### src/i2c_seq_pkg.sv
package i2c_seq_pkg;

  // ------------------------------------------------------------
  // bus and register map
  // ------------------------------------------------------------
  localparam int          AXI_AW     = 6;        // byte address width
  localparam logic [5:0]  OFF_CTRL   = 6'h00;    // master control
  localparam logic [5:0]  OFF_STAT   = 6'h04;    // port status and flags
  localparam logic [5:0]  OFF_RELOAD = 6'h08;    // bit period reload
  localparam logic [5:0]  OFF_BUF    = 6'h0C;    // transfer buffer
  localparam logic [1:0]  RESP_OKAY  = 2'h0;     // normal answer
  localparam logic [1:0]  RESP_SLVERR = 2'h2;    // unmapped address

  // ------------------------------------------------------------
  // field positions
  // ------------------------------------------------------------
  localparam int CTRL_START   = 0;               // start request bit
  localparam int CTRL_RESTART = 1;               // restart request bit
  localparam int CTRL_RX      = 3;               // receive request bit
  localparam int CTRL_ACKSTAT = 6;               // ack received status
  localparam int STAT_BF      = 0;               // buffer full flag
  localparam int STAT_START   = 3;               // start detected
  localparam int STAT_WRITE_COLLISION_FLAG    = 4;               // write collision flag
  localparam int STAT_OVR     = 5;               // receive overrun flag
  localparam int STAT_EVT     = 6;               // port event flag
  localparam int STAT_BCL     = 7;               // bus collision flag

  // ------------------------------------------------------------
  // reset values and counts
  // ------------------------------------------------------------
  localparam logic [6:0] RELOAD_RST   = 7'h00;   // reload after reset
  localparam logic [0:0] QPHASE_LAST  = 1'h1;    // two sys clocks per tick
  localparam logic [3:0] LAST_TX_CLK  = 4'h8;    // ninth clock index
  localparam logic [3:0] LAST_RX_CLK  = 4'h7;    // eighth clock index

  // sequencer states
  typedef enum logic [3:0] {
    S_IDLE, S_ST_WAIT, S_ST_HOLD, S_RS_SCLLOW, S_RS_SDAREL, S_RS_RISE,
    S_RS_HIGH, S_RS_HOLD, S_FALL, S_LOW, S_RISE, S_HIGH, S_RX_DONE
  } seq_state_t;

endpackage

### src/brg_if.sv
`timescale 1ns/1ns
interface brg_if;
  logic       load;    // one-cycle reload request
  logic [6:0] reload;  // value to load
  logic       expire;  // one-cycle pulse at count end
  modport master  (output load, output reload, input expire);
  modport counter (input load, input reload, output expire);
endinterface

### src/bit_period_counter.sv
`timescale 1ns/1ns
module bit_period_counter
  import i2c_seq_pkg::*;
(
  // clock and reset
  input wire logic sys_clk,
  input wire logic rst_b,
  // sequencer side
  brg_if.counter   brg
);

  // ------------------------------------------------------------
  // state
  // ------------------------------------------------------------
  typedef struct packed {
    logic [0:0] phase;   // tick divider
    logic [6:0] count;   // remaining ticks
    logic       busy;    // counting
    logic       expire;  // end pulse
  } brg_reg_t;

  brg_reg_t r;           // registered state
  brg_reg_t n;           // next state
  logic     tick;        // decrement enable

  // down-count twice per instruction cycle, stop at zero
  always_comb begin
    n = r;
    n.expire = 1'b0;
    tick = (r.phase == QPHASE_LAST);
    n.phase = tick ? 1'h0 : 1'h1;
    if (brg.load) begin
      n.count = brg.reload;
      n.busy = 1'b1;
    end else if (r.busy && tick) begin
      if (r.count == 7'h00) begin
        n.busy = 1'b0;
        n.expire = 1'b1;
      end else begin
        n.count = 7'(r.count - 7'h01);
      end
    end
    if (!rst_b) begin
      n = '0;
    end
  end

  // state register
  always_ff @(posedge sys_clk) begin
    r <= n;
  end

  assign brg.expire = r.expire;
endmodule

### src/i2c_master_sequencer.sv
// The implementer's own choices: the AXI4-Lite interface to the registers and the address map.
`timescale 1ns/1ns
module i2c_master_sequencer
  import i2c_seq_pkg::*;
(
  // clock and reset
  input  wire logic                    sys_clk,
  input  wire logic                    rst_b,
  // register bus, write side
  input  wire logic [i2c_seq_pkg::AXI_AW-1:0] s_axi_awaddr,
  input  wire logic                    s_axi_awvalid,
  output logic                         s_axi_awready,
  input  wire logic [31:0]             s_axi_wdata,
  input  wire logic [3:0]              s_axi_wstrb,
  input  wire logic                    s_axi_wvalid,
  output logic                         s_axi_wready,
  output logic [1:0]                   s_axi_bresp,
  output logic                         s_axi_bvalid,
  input  wire logic                    s_axi_bready,
  // register bus, read side
  input  wire logic [i2c_seq_pkg::AXI_AW-1:0] s_axi_araddr,
  input  wire logic                    s_axi_arvalid,
  output logic                         s_axi_arready,
  output logic [31:0]                  s_axi_rdata,
  output logic [1:0]                   s_axi_rresp,
  output logic                         s_axi_rvalid,
  input  wire logic                    s_axi_rready,
  // open-drain lines
  input  wire logic                    sclIn,
  output logic                         sclOut,
  output logic                         sclOeB,
  input  wire logic                    sdaIn,
  output logic                         sdaOut,
  output logic                         sdaOeB
);

  // ------------------------------------------------------------
  // state
  // ------------------------------------------------------------
  typedef struct packed {
    seq_state_t  st;                 // sequencer state
    logic        rxMode;             // shifting in, not out
    logic [3:0]  bitCnt;             // clocks completed
    logic [7:0]  shiftR;             // shift register
    logic [7:0]  bufR;               // transfer buffer
    logic [6:0]  reload;             // bit period reload
    logic        startReq;           // start request bit
    logic        restartReq;         // restart request bit
    logic        rxReq;              // receive request bit
    logic        ackStat;            // ack received status
    logic        bf;                 // buffer full flag
    logic        startSeen;          // start detected
    logic        write_collision_flag;               // write collision flag
    logic        ovr;                // receive overrun flag
    logic        evt;                // port event flag
    logic        bcl;                // bus collision flag
    logic        sclOeB;             // low pulls SCL
    logic        sdaOeB;             // low pulls SDA
    logic        sclO;               // line level when pulled
    logic        sdaO;               // line level when pulled
    logic        sclS1, sclS2;       // SCL synchroniser
    logic        sdaS1, sdaS2;       // SDA synchroniser
    logic        sdaPrev;            // SDA one cycle back
    logic        brgLoad;            // counter reload pulse
    logic        awRdy, wRdy;        // write channel readies
    logic        awGot, wGot;        // halves of a write held
    logic [5:0]  awAddr;             // held write address
    logic [7:0]  wData;              // held write byte
    logic        wStb;               // held byte enable
    logic        bValid;             // write answer
    logic [1:0]  bResp;              // write answer code
    logic        arRdy;              // read address ready
    logic        rValid;             // read answer
    logic [31:0] rData;              // read data
    logic [1:0]  rResp;              // read answer code
  } seq_reg_t;

  seq_reg_t r;                       // registered state
  seq_reg_t n;                       // next state
  logic     sclHigh;                 // synchronised SCL
  logic     sdaHigh;                 // synchronised SDA
  logic     busy;                    // any event under way
  logic     seqBusy;                 // start or restart under way
  logic     wrDo;                    // write performed this cycle
  logic     wrBuf;                   // write aims at the buffer

  brg_if brg ();                     // counter link

  bit_period_counter u_brg (
    .sys_clk (sys_clk),
    .rst_b   (rst_b),
    .brg     (brg.counter)
  );

  assign brg.load   = r.brgLoad;
  assign brg.reload = r.reload;

  // abort any bus event on collision
  function automatic seq_reg_t collide(input seq_reg_t s);
    seq_reg_t c;
    c = s;
    c.bcl = 1'b1;
    c.sclOeB = 1'b1;
    c.sdaOeB = 1'b1;
    c.startReq = 1'b0;
    c.restartReq = 1'b0;
    c.rxReq = 1'b0;
    c.bf = 1'b0;
    c.st = S_IDLE;
    return c;
  endfunction

  // ------------------------------------------------------------
  // next-state logic
  // ------------------------------------------------------------
  always_comb begin
    n = r;
    n.brgLoad = 1'b0;
    sclHigh = r.sclS2;
    sdaHigh = r.sdaS2;
    // pins pass two flip-flops before use
    n.sclS1 = sclIn;
    n.sclS2 = r.sclS1;
    n.sdaS1 = sdaIn;
    n.sdaS2 = r.sdaS1;
    n.sdaPrev = r.sdaS2;
    seqBusy = (r.st inside {S_ST_WAIT, S_ST_HOLD, S_RS_SCLLOW, S_RS_SDAREL,
                            S_RS_RISE, S_RS_HIGH, S_RS_HOLD});
    busy = (r.st != S_IDLE) || r.startReq || r.restartReq || r.rxReq;
    wrDo = r.awGot && r.wGot;
    wrBuf = ({r.awAddr[5:2], 2'h0} == OFF_BUF);

    // write channels: take address and data in either order
    if (s_axi_awvalid && r.awRdy) begin
      n.awGot = 1'b1;
      n.awRdy = 1'b0;
      n.awAddr = s_axi_awaddr;
    end
    if (s_axi_wvalid && r.wRdy) begin
      n.wGot = 1'b1;
      n.wRdy = 1'b0;
      n.wData = s_axi_wdata[7:0];
      n.wStb = s_axi_wstrb[0];
    end
    if (r.bValid && s_axi_bready) begin
      n.bValid = 1'b0;
      n.awRdy = 1'b1;
      n.wRdy = 1'b1;
    end

    // register write, flags clear before hardware sets below
    if (wrDo) begin
      n.awGot = 1'b0;
      n.wGot = 1'b0;
      n.bValid = 1'b1;
      n.bResp = RESP_OKAY;
      case ({r.awAddr[5:2], 2'h0})
        OFF_CTRL: begin
          if (r.wStb && !busy) begin
            n.startReq = r.wData[CTRL_START];
            n.restartReq = r.wData[CTRL_RESTART];
            n.rxReq = r.wData[CTRL_RX];
          end
        end
        OFF_STAT: begin
          if (r.wStb) begin
            // write one to clear; only software clears these
            n.startSeen = r.startSeen & ~r.wData[STAT_START];
            n.write_collision_flag = r.write_collision_flag & ~r.wData[STAT_WRITE_COLLISION_FLAG];
            n.ovr = r.ovr & ~r.wData[STAT_OVR];
            n.evt = r.evt & ~r.wData[STAT_EVT];
            n.bcl = r.bcl & ~r.wData[STAT_BCL];
          end
        end
        OFF_RELOAD: begin
          if (r.wStb) begin
            n.reload = r.wData[6:0];
          end
        end
        OFF_BUF: begin
          if (!r.wStb) begin
            // no byte enabled: nothing stored
          end else if (busy) begin
            n.write_collision_flag = 1'b1;
          end else begin
            n.bufR = r.wData;
            n.shiftR = r.wData;
            n.bf = 1'b1;
            n.rxMode = 1'b0;
            n.bitCnt = 4'h0;
            n.sclOeB = 1'b0;
            n.st = S_FALL;
          end
        end
        default: n.bResp = RESP_SLVERR;
      endcase
    end

    // register read; buffer read while idle clears the full flag
    if (r.rValid && s_axi_rready) begin
      n.rValid = 1'b0;
      n.arRdy = 1'b1;
    end
    if (s_axi_arvalid && r.arRdy) begin
      n.arRdy = 1'b0;
      n.rValid = 1'b1;
      n.rResp = RESP_OKAY;
      n.rData = 32'h0000_0000;
      case ({s_axi_araddr[5:2], 2'h0})
        OFF_CTRL: begin
          n.rData[CTRL_START] = r.startReq;
          n.rData[CTRL_RESTART] = r.restartReq;
          n.rData[CTRL_RX] = r.rxReq;
          n.rData[CTRL_ACKSTAT] = r.ackStat;
        end
        OFF_STAT: begin
          n.rData[STAT_BF] = r.bf;
          n.rData[STAT_START] = r.startSeen;
          n.rData[STAT_WRITE_COLLISION_FLAG] = r.write_collision_flag;
          n.rData[STAT_OVR] = r.ovr;
          n.rData[STAT_EVT] = r.evt;
          n.rData[STAT_BCL] = r.bcl;
        end
        OFF_RELOAD: n.rData[6:0] = r.reload;
        OFF_BUF: begin
          n.rData[7:0] = r.bufR;
          if (r.st == S_IDLE) begin
            n.bf = 1'b0;
          end
        end
        default: n.rResp = RESP_SLVERR;
      endcase
    end

    // start condition seen on the lines during a start or restart
    if (r.sdaPrev && !sdaHigh && sclHigh && seqBusy) begin
      n.startSeen = 1'b1;
    end

    // sequencer
    case (r.st)
      S_IDLE: begin
        if (r.startReq) begin
          if (sclHigh && sdaHigh) begin
            n.brgLoad = 1'b1;
            n.st = S_ST_WAIT;
          end else begin
            n = collide(n);
          end
        end else if (r.restartReq) begin
          n.sclOeB = 1'b0;
          n.st = S_RS_SCLLOW;
        end else if (r.rxReq) begin
          n.rxMode = 1'b1;
          n.bitCnt = 4'h0;
          n.sclOeB = 1'b0;
          n.st = S_FALL;
        end
      end
      // start: both lines high for one period
      S_ST_WAIT: begin
        if (!sclHigh) begin
          n = collide(n);
        end else if (brg.expire) begin
          if (sdaHigh) begin
            n.sdaOeB = 1'b0;
            n.brgLoad = 1'b1;
            n.st = S_ST_HOLD;
          end else begin
            n = collide(n);
          end
        end
      end
      S_ST_HOLD: begin
        if (brg.expire) begin
          n.startReq = 1'b0;
          n.evt = 1'b1;
          n.st = S_IDLE;
        end
      end
      // restart: SCL low, then release SDA for a period
      S_RS_SCLLOW: begin
        if (!sclHigh) begin
          n.brgLoad = 1'b1;
          n.sdaOeB = 1'b1;
          n.st = S_RS_SDAREL;
        end
      end
      S_RS_SDAREL: begin
        if (brg.expire) begin
          if (sdaHigh) begin
            n.sclOeB = 1'b1;
            n.st = S_RS_RISE;
          end else begin
            n = collide(n);
          end
        end
      end
      S_RS_RISE: begin
        if (sclHigh) begin
          if (!sdaHigh) begin
            n = collide(n);
          end else begin
            n.brgLoad = 1'b1;
            n.st = S_RS_HIGH;
          end
        end
      end
      S_RS_HIGH: begin
        if (!sclHigh || !sdaHigh) begin
          n = collide(n);
        end else if (brg.expire) begin
          n.sdaOeB = 1'b0;
          n.brgLoad = 1'b1;
          n.st = S_RS_HOLD;
        end
      end
      S_RS_HOLD: begin
        if (brg.expire) begin
          n.restartReq = 1'b0;
          n.evt = 1'b1;
          n.st = S_IDLE;
        end
      end
      // shift: SCL low phase starts once SCL is seen low
      S_FALL: begin
        if (!sclHigh) begin
          if (r.rxMode) begin
            n.sdaOeB = 1'b1;
          end else if (r.bitCnt == LAST_TX_CLK) begin
            n.sdaOeB = 1'b1;
            n.bf = 1'b0;
          end else begin
            n.sdaOeB = r.shiftR[7];
            n.shiftR = {r.shiftR[6:0], 1'b0};
          end
          n.brgLoad = 1'b1;
          n.st = S_LOW;
        end
      end
      S_LOW: begin
        if (brg.expire) begin
          n.sclOeB = 1'b1;
          n.st = S_RISE;
        end
      end
      S_RISE: begin
        if (sclHigh) begin
          n.brgLoad = 1'b1;
          n.st = S_HIGH;
        end
      end
      S_HIGH: begin
        if (brg.expire) begin
          n.sclOeB = 1'b0;
          if (r.rxMode) begin
            n.shiftR = {r.shiftR[6:0], sdaHigh};
            n.bitCnt = 4'(r.bitCnt + 4'h1);
            n.st = (r.bitCnt == LAST_RX_CLK) ? S_RX_DONE : S_FALL;
          end else if (r.bitCnt == LAST_TX_CLK) begin
            n.ackStat = sdaHigh;
            n.evt = 1'b1;
            n.st = S_IDLE;
          end else begin
            n.bitCnt = 4'(r.bitCnt + 4'h1);
            n.st = S_FALL;
          end
        end
      end
      S_RX_DONE: begin
        if (!sclHigh) begin
          n.bufR = r.shiftR;
          n.bf = 1'b1;
          n.ovr = n.ovr | r.bf;                     // keeps a same-cycle clear
          n.rxReq = 1'b0;
          n.evt = 1'b1;
          n.st = S_IDLE;
        end
      end
      default: n.st = S_IDLE;
    endcase

    // synchronous reset ends any transfer
    if (!rst_b) begin
      n = '0;
      n.st = S_IDLE;
      n.sclOeB = 1'b1;
      n.sdaOeB = 1'b1;
      n.awRdy = 1'b1;
      n.wRdy = 1'b1;
      n.arRdy = 1'b1;
      n.reload = RELOAD_RST;
    end
  end

  // state register
  always_ff @(posedge sys_clk) begin
    r <= n;
  end

  // ------------------------------------------------------------
  // outputs, all from flip-flops
  // ------------------------------------------------------------
  assign s_axi_awready = r.awRdy;
  assign s_axi_wready  = r.wRdy;
  assign s_axi_bvalid  = r.bValid;
  assign s_axi_bresp   = r.bResp;
  assign s_axi_arready = r.arRdy;
  assign s_axi_rvalid  = r.rValid;
  assign s_axi_rdata   = r.rData;
  assign s_axi_rresp   = r.rResp;
  assign sclOeB        = r.sclOeB;
  assign sdaOeB        = r.sdaOeB;
  assign sclOut        = r.sclO;   // never set: pulled low only
  assign sdaOut        = r.sdaO;
endmodule

### config.mk
export PLATFORM = sky130hd
export DESIGN_NAME = i2c_master_sequencer
export DESIGN_NICKNAME = d
export VERILOG_FILES = /design/src/i2c_seq_pkg.sv /design/src/brg_if.sv /design/src/bit_period_counter.sv /design/src/i2c_master_sequencer.sv
export SDC_FILE = /design/constraint.sdc
export NUM_CORES = 1
export LEC_CHECK = 0
export BUFFER_PORTS_ARGS = -buffer_cell sky130_fd_sc_hd__buf_4
export CORE_ASPECT_RATIO = 2
export CORE_MARGIN = 1.5
export CORE_UTILIZATION = 55
export DETAILED_ROUTE_END_ITERATION = 8
export GPL_ROUTABILITY_DRIVEN = 0
export GPL_TIMING_DRIVEN = 0
export PLACE_DENSITY_LB_ADDON = 0.12
export SYNTH_ARGS = -nofsm -noshare
export SYNTH_HDL_FRONTEND = slang
export SYNTH_HIERARCHICAL = 1
export SYNTH_SLANG_ARGS = --single-unit
### constraint.sdc
create_clock -name sys_clk -period 2.2 [get_ports sys_clk]
set_input_delay 0.22 -clock sys_clk [delete_from_list [all_inputs] [get_ports sys_clk]]
set_output_delay 0.22 -clock sys_clk [all_outputs]
set_load 0.05 [all_outputs]
==> impl_metrics.ini <==
[floorplan]
ioPinCount = 102
start_util_pct = 56.6
rows = 48
die_h_um = 136
coreArea_sq_um = 8650
die_area_sq_um = 9510
dieWidth_um = 69.7

[clock_network]
cts.sinks = 90
cts-root-buf = clkbuf_16
htree_levels = 3
clk_pin_slew_worst_paths_ps = 60
insertion_delay_ps = 340
cts_buffers = 9
cts_hold_buf = 0
cts_tree = done
clockBufferDepth = 2

[timing]
finalClockSkew_ps = 6.22
fmax_mhz = 468
rsz0062_at_grt = yes
hold_viol = 0
slew_violations = 0
setup_violations = 0
setup_slack_ps = 61.5
whs_ps = 76.6
worstMarginPinSlew_ps = 677
period_share_pct = 97.2
slew_headroom_pct = 54.7
finalCriticalPeriod_ps = 2140

[worst_hold_path]
hold_path_class = in -> reg
hold_depth = 2
worstHoldStart = s_axi_wvalid
whs_endpoint = s_axi_wready

[global_route]
grt_pass1_wl_um = 23500
grt_usage_pct = 31.5
antenna_found_initial = 0
grt_pass1_vias = 4842
grt_max_degree = 15
gr-total-overflow = 0

[finish]
num-nets-final = 758
antenna_cells = 0
multi_input_area_sq_um = 2740
drive_gt1_share_pct = 20.9
fillers = 754
area_delta_synth_final_pct = 19.7
post_layout_nonfiller_instances = 800
seq_area_sq_um = 1800

[placement]
pre_cts_slack_ps = -339
dpl.cell_count = 784
dp_hpwl_um = 11300
io_buffers = 42

[synthesis]
synth_edf_count = 0
synth_most_common_cell = dfxtp_1
synth.area.mux_share_pct = 4.52
synth_seq_cells = 90
synth-compound-area-share_pct = 23.5
yosysWarnings = 6
syn_inst = 615
yosysTopAreaCell = dfxtp_1
netlist.area_leader.share_pct = 36.8
syn_avg_cell_area_sq_um = 7.96
synth_top_flop_cell = dfxtp_1
synth_cell_types = 78
synth_common_cells = dfxtp_1, nand2_1, a21oi_1
synth_area_leaders = dfxtp_1, nand2_1, buf_4, a21oi_1, nor2_1
synth-xor-area-share_pct = 0.358
synth.yosys.seq_area_share_pct = 36.8
synthesis.area_sq_um = 4890
async_flop_share_pct = 0
yosys.area_share.simple_pct = 23.4
synth_top_family_by_area = compound AO/OA/AOI/OAI gates
synth_adder_area_share_pct = 1.02

[route]
finalWirelength_um = 15000
wl_per_cell_um = 18.7
antenna_left = 0
vias = 5026
vias_per_cell = 6.28
drc_errors = 0
drt_first_pass_iters = 8
detail_route.iter0.violations = 662

[worst_setup_path]
r2r-end = r[97]
r2r_slack_ps = 60
path_max_fanout = 10
ff2ff_path_depth = 7
critPathCaptureType = flip-flop
r2r-start = u_brg/brg.expire
crit_type = reg -> reg
critical_path_required_ps = 2410
critPathLaunchType = flip-flop
worst_ep_arrival_time_ps = 2350

[pwr]
peakVddDrop_mv = 0.601
p_per_area_nw_per_um2 = 637
p_total_mw = 3.73
p_leak_nw = 2.36

[job]
cap_viol_max_count = 0

[outcome]
status = completed
## power by group
| group | switching, mW | internal, mW |
|---|---|---|
| Combinational | 0.258 | 0.122 |
| Sequential | 0.0341 | 1.66 |
| Clock | 0.639 | 1.02 |
## timing repair
item                       CTS  global route
gates resized for setup      9            24
setup endpoints to repair   15            27
pin swaps                    1             1
hold endpoints to repair     0             0
setup buffers                3             1
## sequential cells by signal, summed over array words and instances (netlist names), 7 cells and up
register     cells
brg.reload       7
r               53
s_axi_rdata      8
u_brg/r          8
## cell families after synthesis
family          count (synthesis)
buf+inv                        93
mux                            17
compound gates                180
other cells                     1
xor+xnor                        2
simple gates                  228
flops                          90
fa+ha+maj                       4
## layout by cell type, fill, tap and decap left out, types with 4 or more instances in the layout
cell type	n
nand2_1	79
dfxtp_1	88
clkbuf_16	9
o21bai_1	4
nand2b_1	15
nand3_1	22
o21ai_1	9
nor2b_1	7
ha_1	4
and2_1	9
clkbuf_1	13
a22oi_1	8
a21oi_1	53
nor4_1	5
buf_4	83
nor3_1	7
mux2_2	7
inv_1	19
clkbuf_2	12
nand4_1	6
conb_1	28
o211ai_1	4
mux2i_1	6
o21ai_0	33
nor2_1	51
a31oi_1	21
## cell type report
| cell class | instances | share of cell area [%] |
|---|---|---|
| Multi-Input combinational cell | 459 | 46.8 |
| Sequential cell | 90 | 30.8 |
| Buffer | 70 | 7.41 |
| Timing Repair Buffer | 46 | 6.11 |
| Clock buffer | 10 | 4.08 |
| Tap cell | 100 | 2.14 |
| Inverter | 21 | 1.35 |
| Clock inverter | 4 | 1.30 |
## per-layer routing
metal	vias up	global-route usage, %	part of all wire, %
met5	-	0	0
met2	286	59.0	53
met1	2336	30.5	33
met4	0	23.3	7.8
li1	2302	-	-
met3	102	4.67	5.8
## worst max path at each step
stage                     slack, ps  cells after the start  endpoint              from
final                            60                      7     r[97]  u_brg/brg.expire
after global routing            -20                      7     r[97]  u_brg/brg.expire
after CTS                         6                      7     r[97]            r[108]
after detailed placement       -340                      6     r[76]            r[106]
after global placement         -300                      6     r[76]            r[106]
after floorplan                 100                      4     r[73]     s_axi_arready
## stage by stage
| stage | cell area (sq um) | util, % | setup TNS (ps) |
|---|---|---|---|
| after floorplan | 5000 | - | 0 |
| after global placement | 5440 | 62.9 | -1790 |
| after detailed placement | 5440 | 62.9 | -2390 |
| after CTS | 5800 | 67.1 | 0 |
| after global routing | 5860 | 67.8 | -32.1 |
| final | 5860 | 67.8 | 0 |
## critical path, cell delays in order, from the launching register on
cell      delay [ps]
dfxtp_1          300
clkbuf_1         400
nand3_1          270
nor2_1           370
a22oi_2          190
clkbuf_2         220
o21ai_0          200
a31oi_1           70
Note: power is estimated with default switching activity, not from simulation.
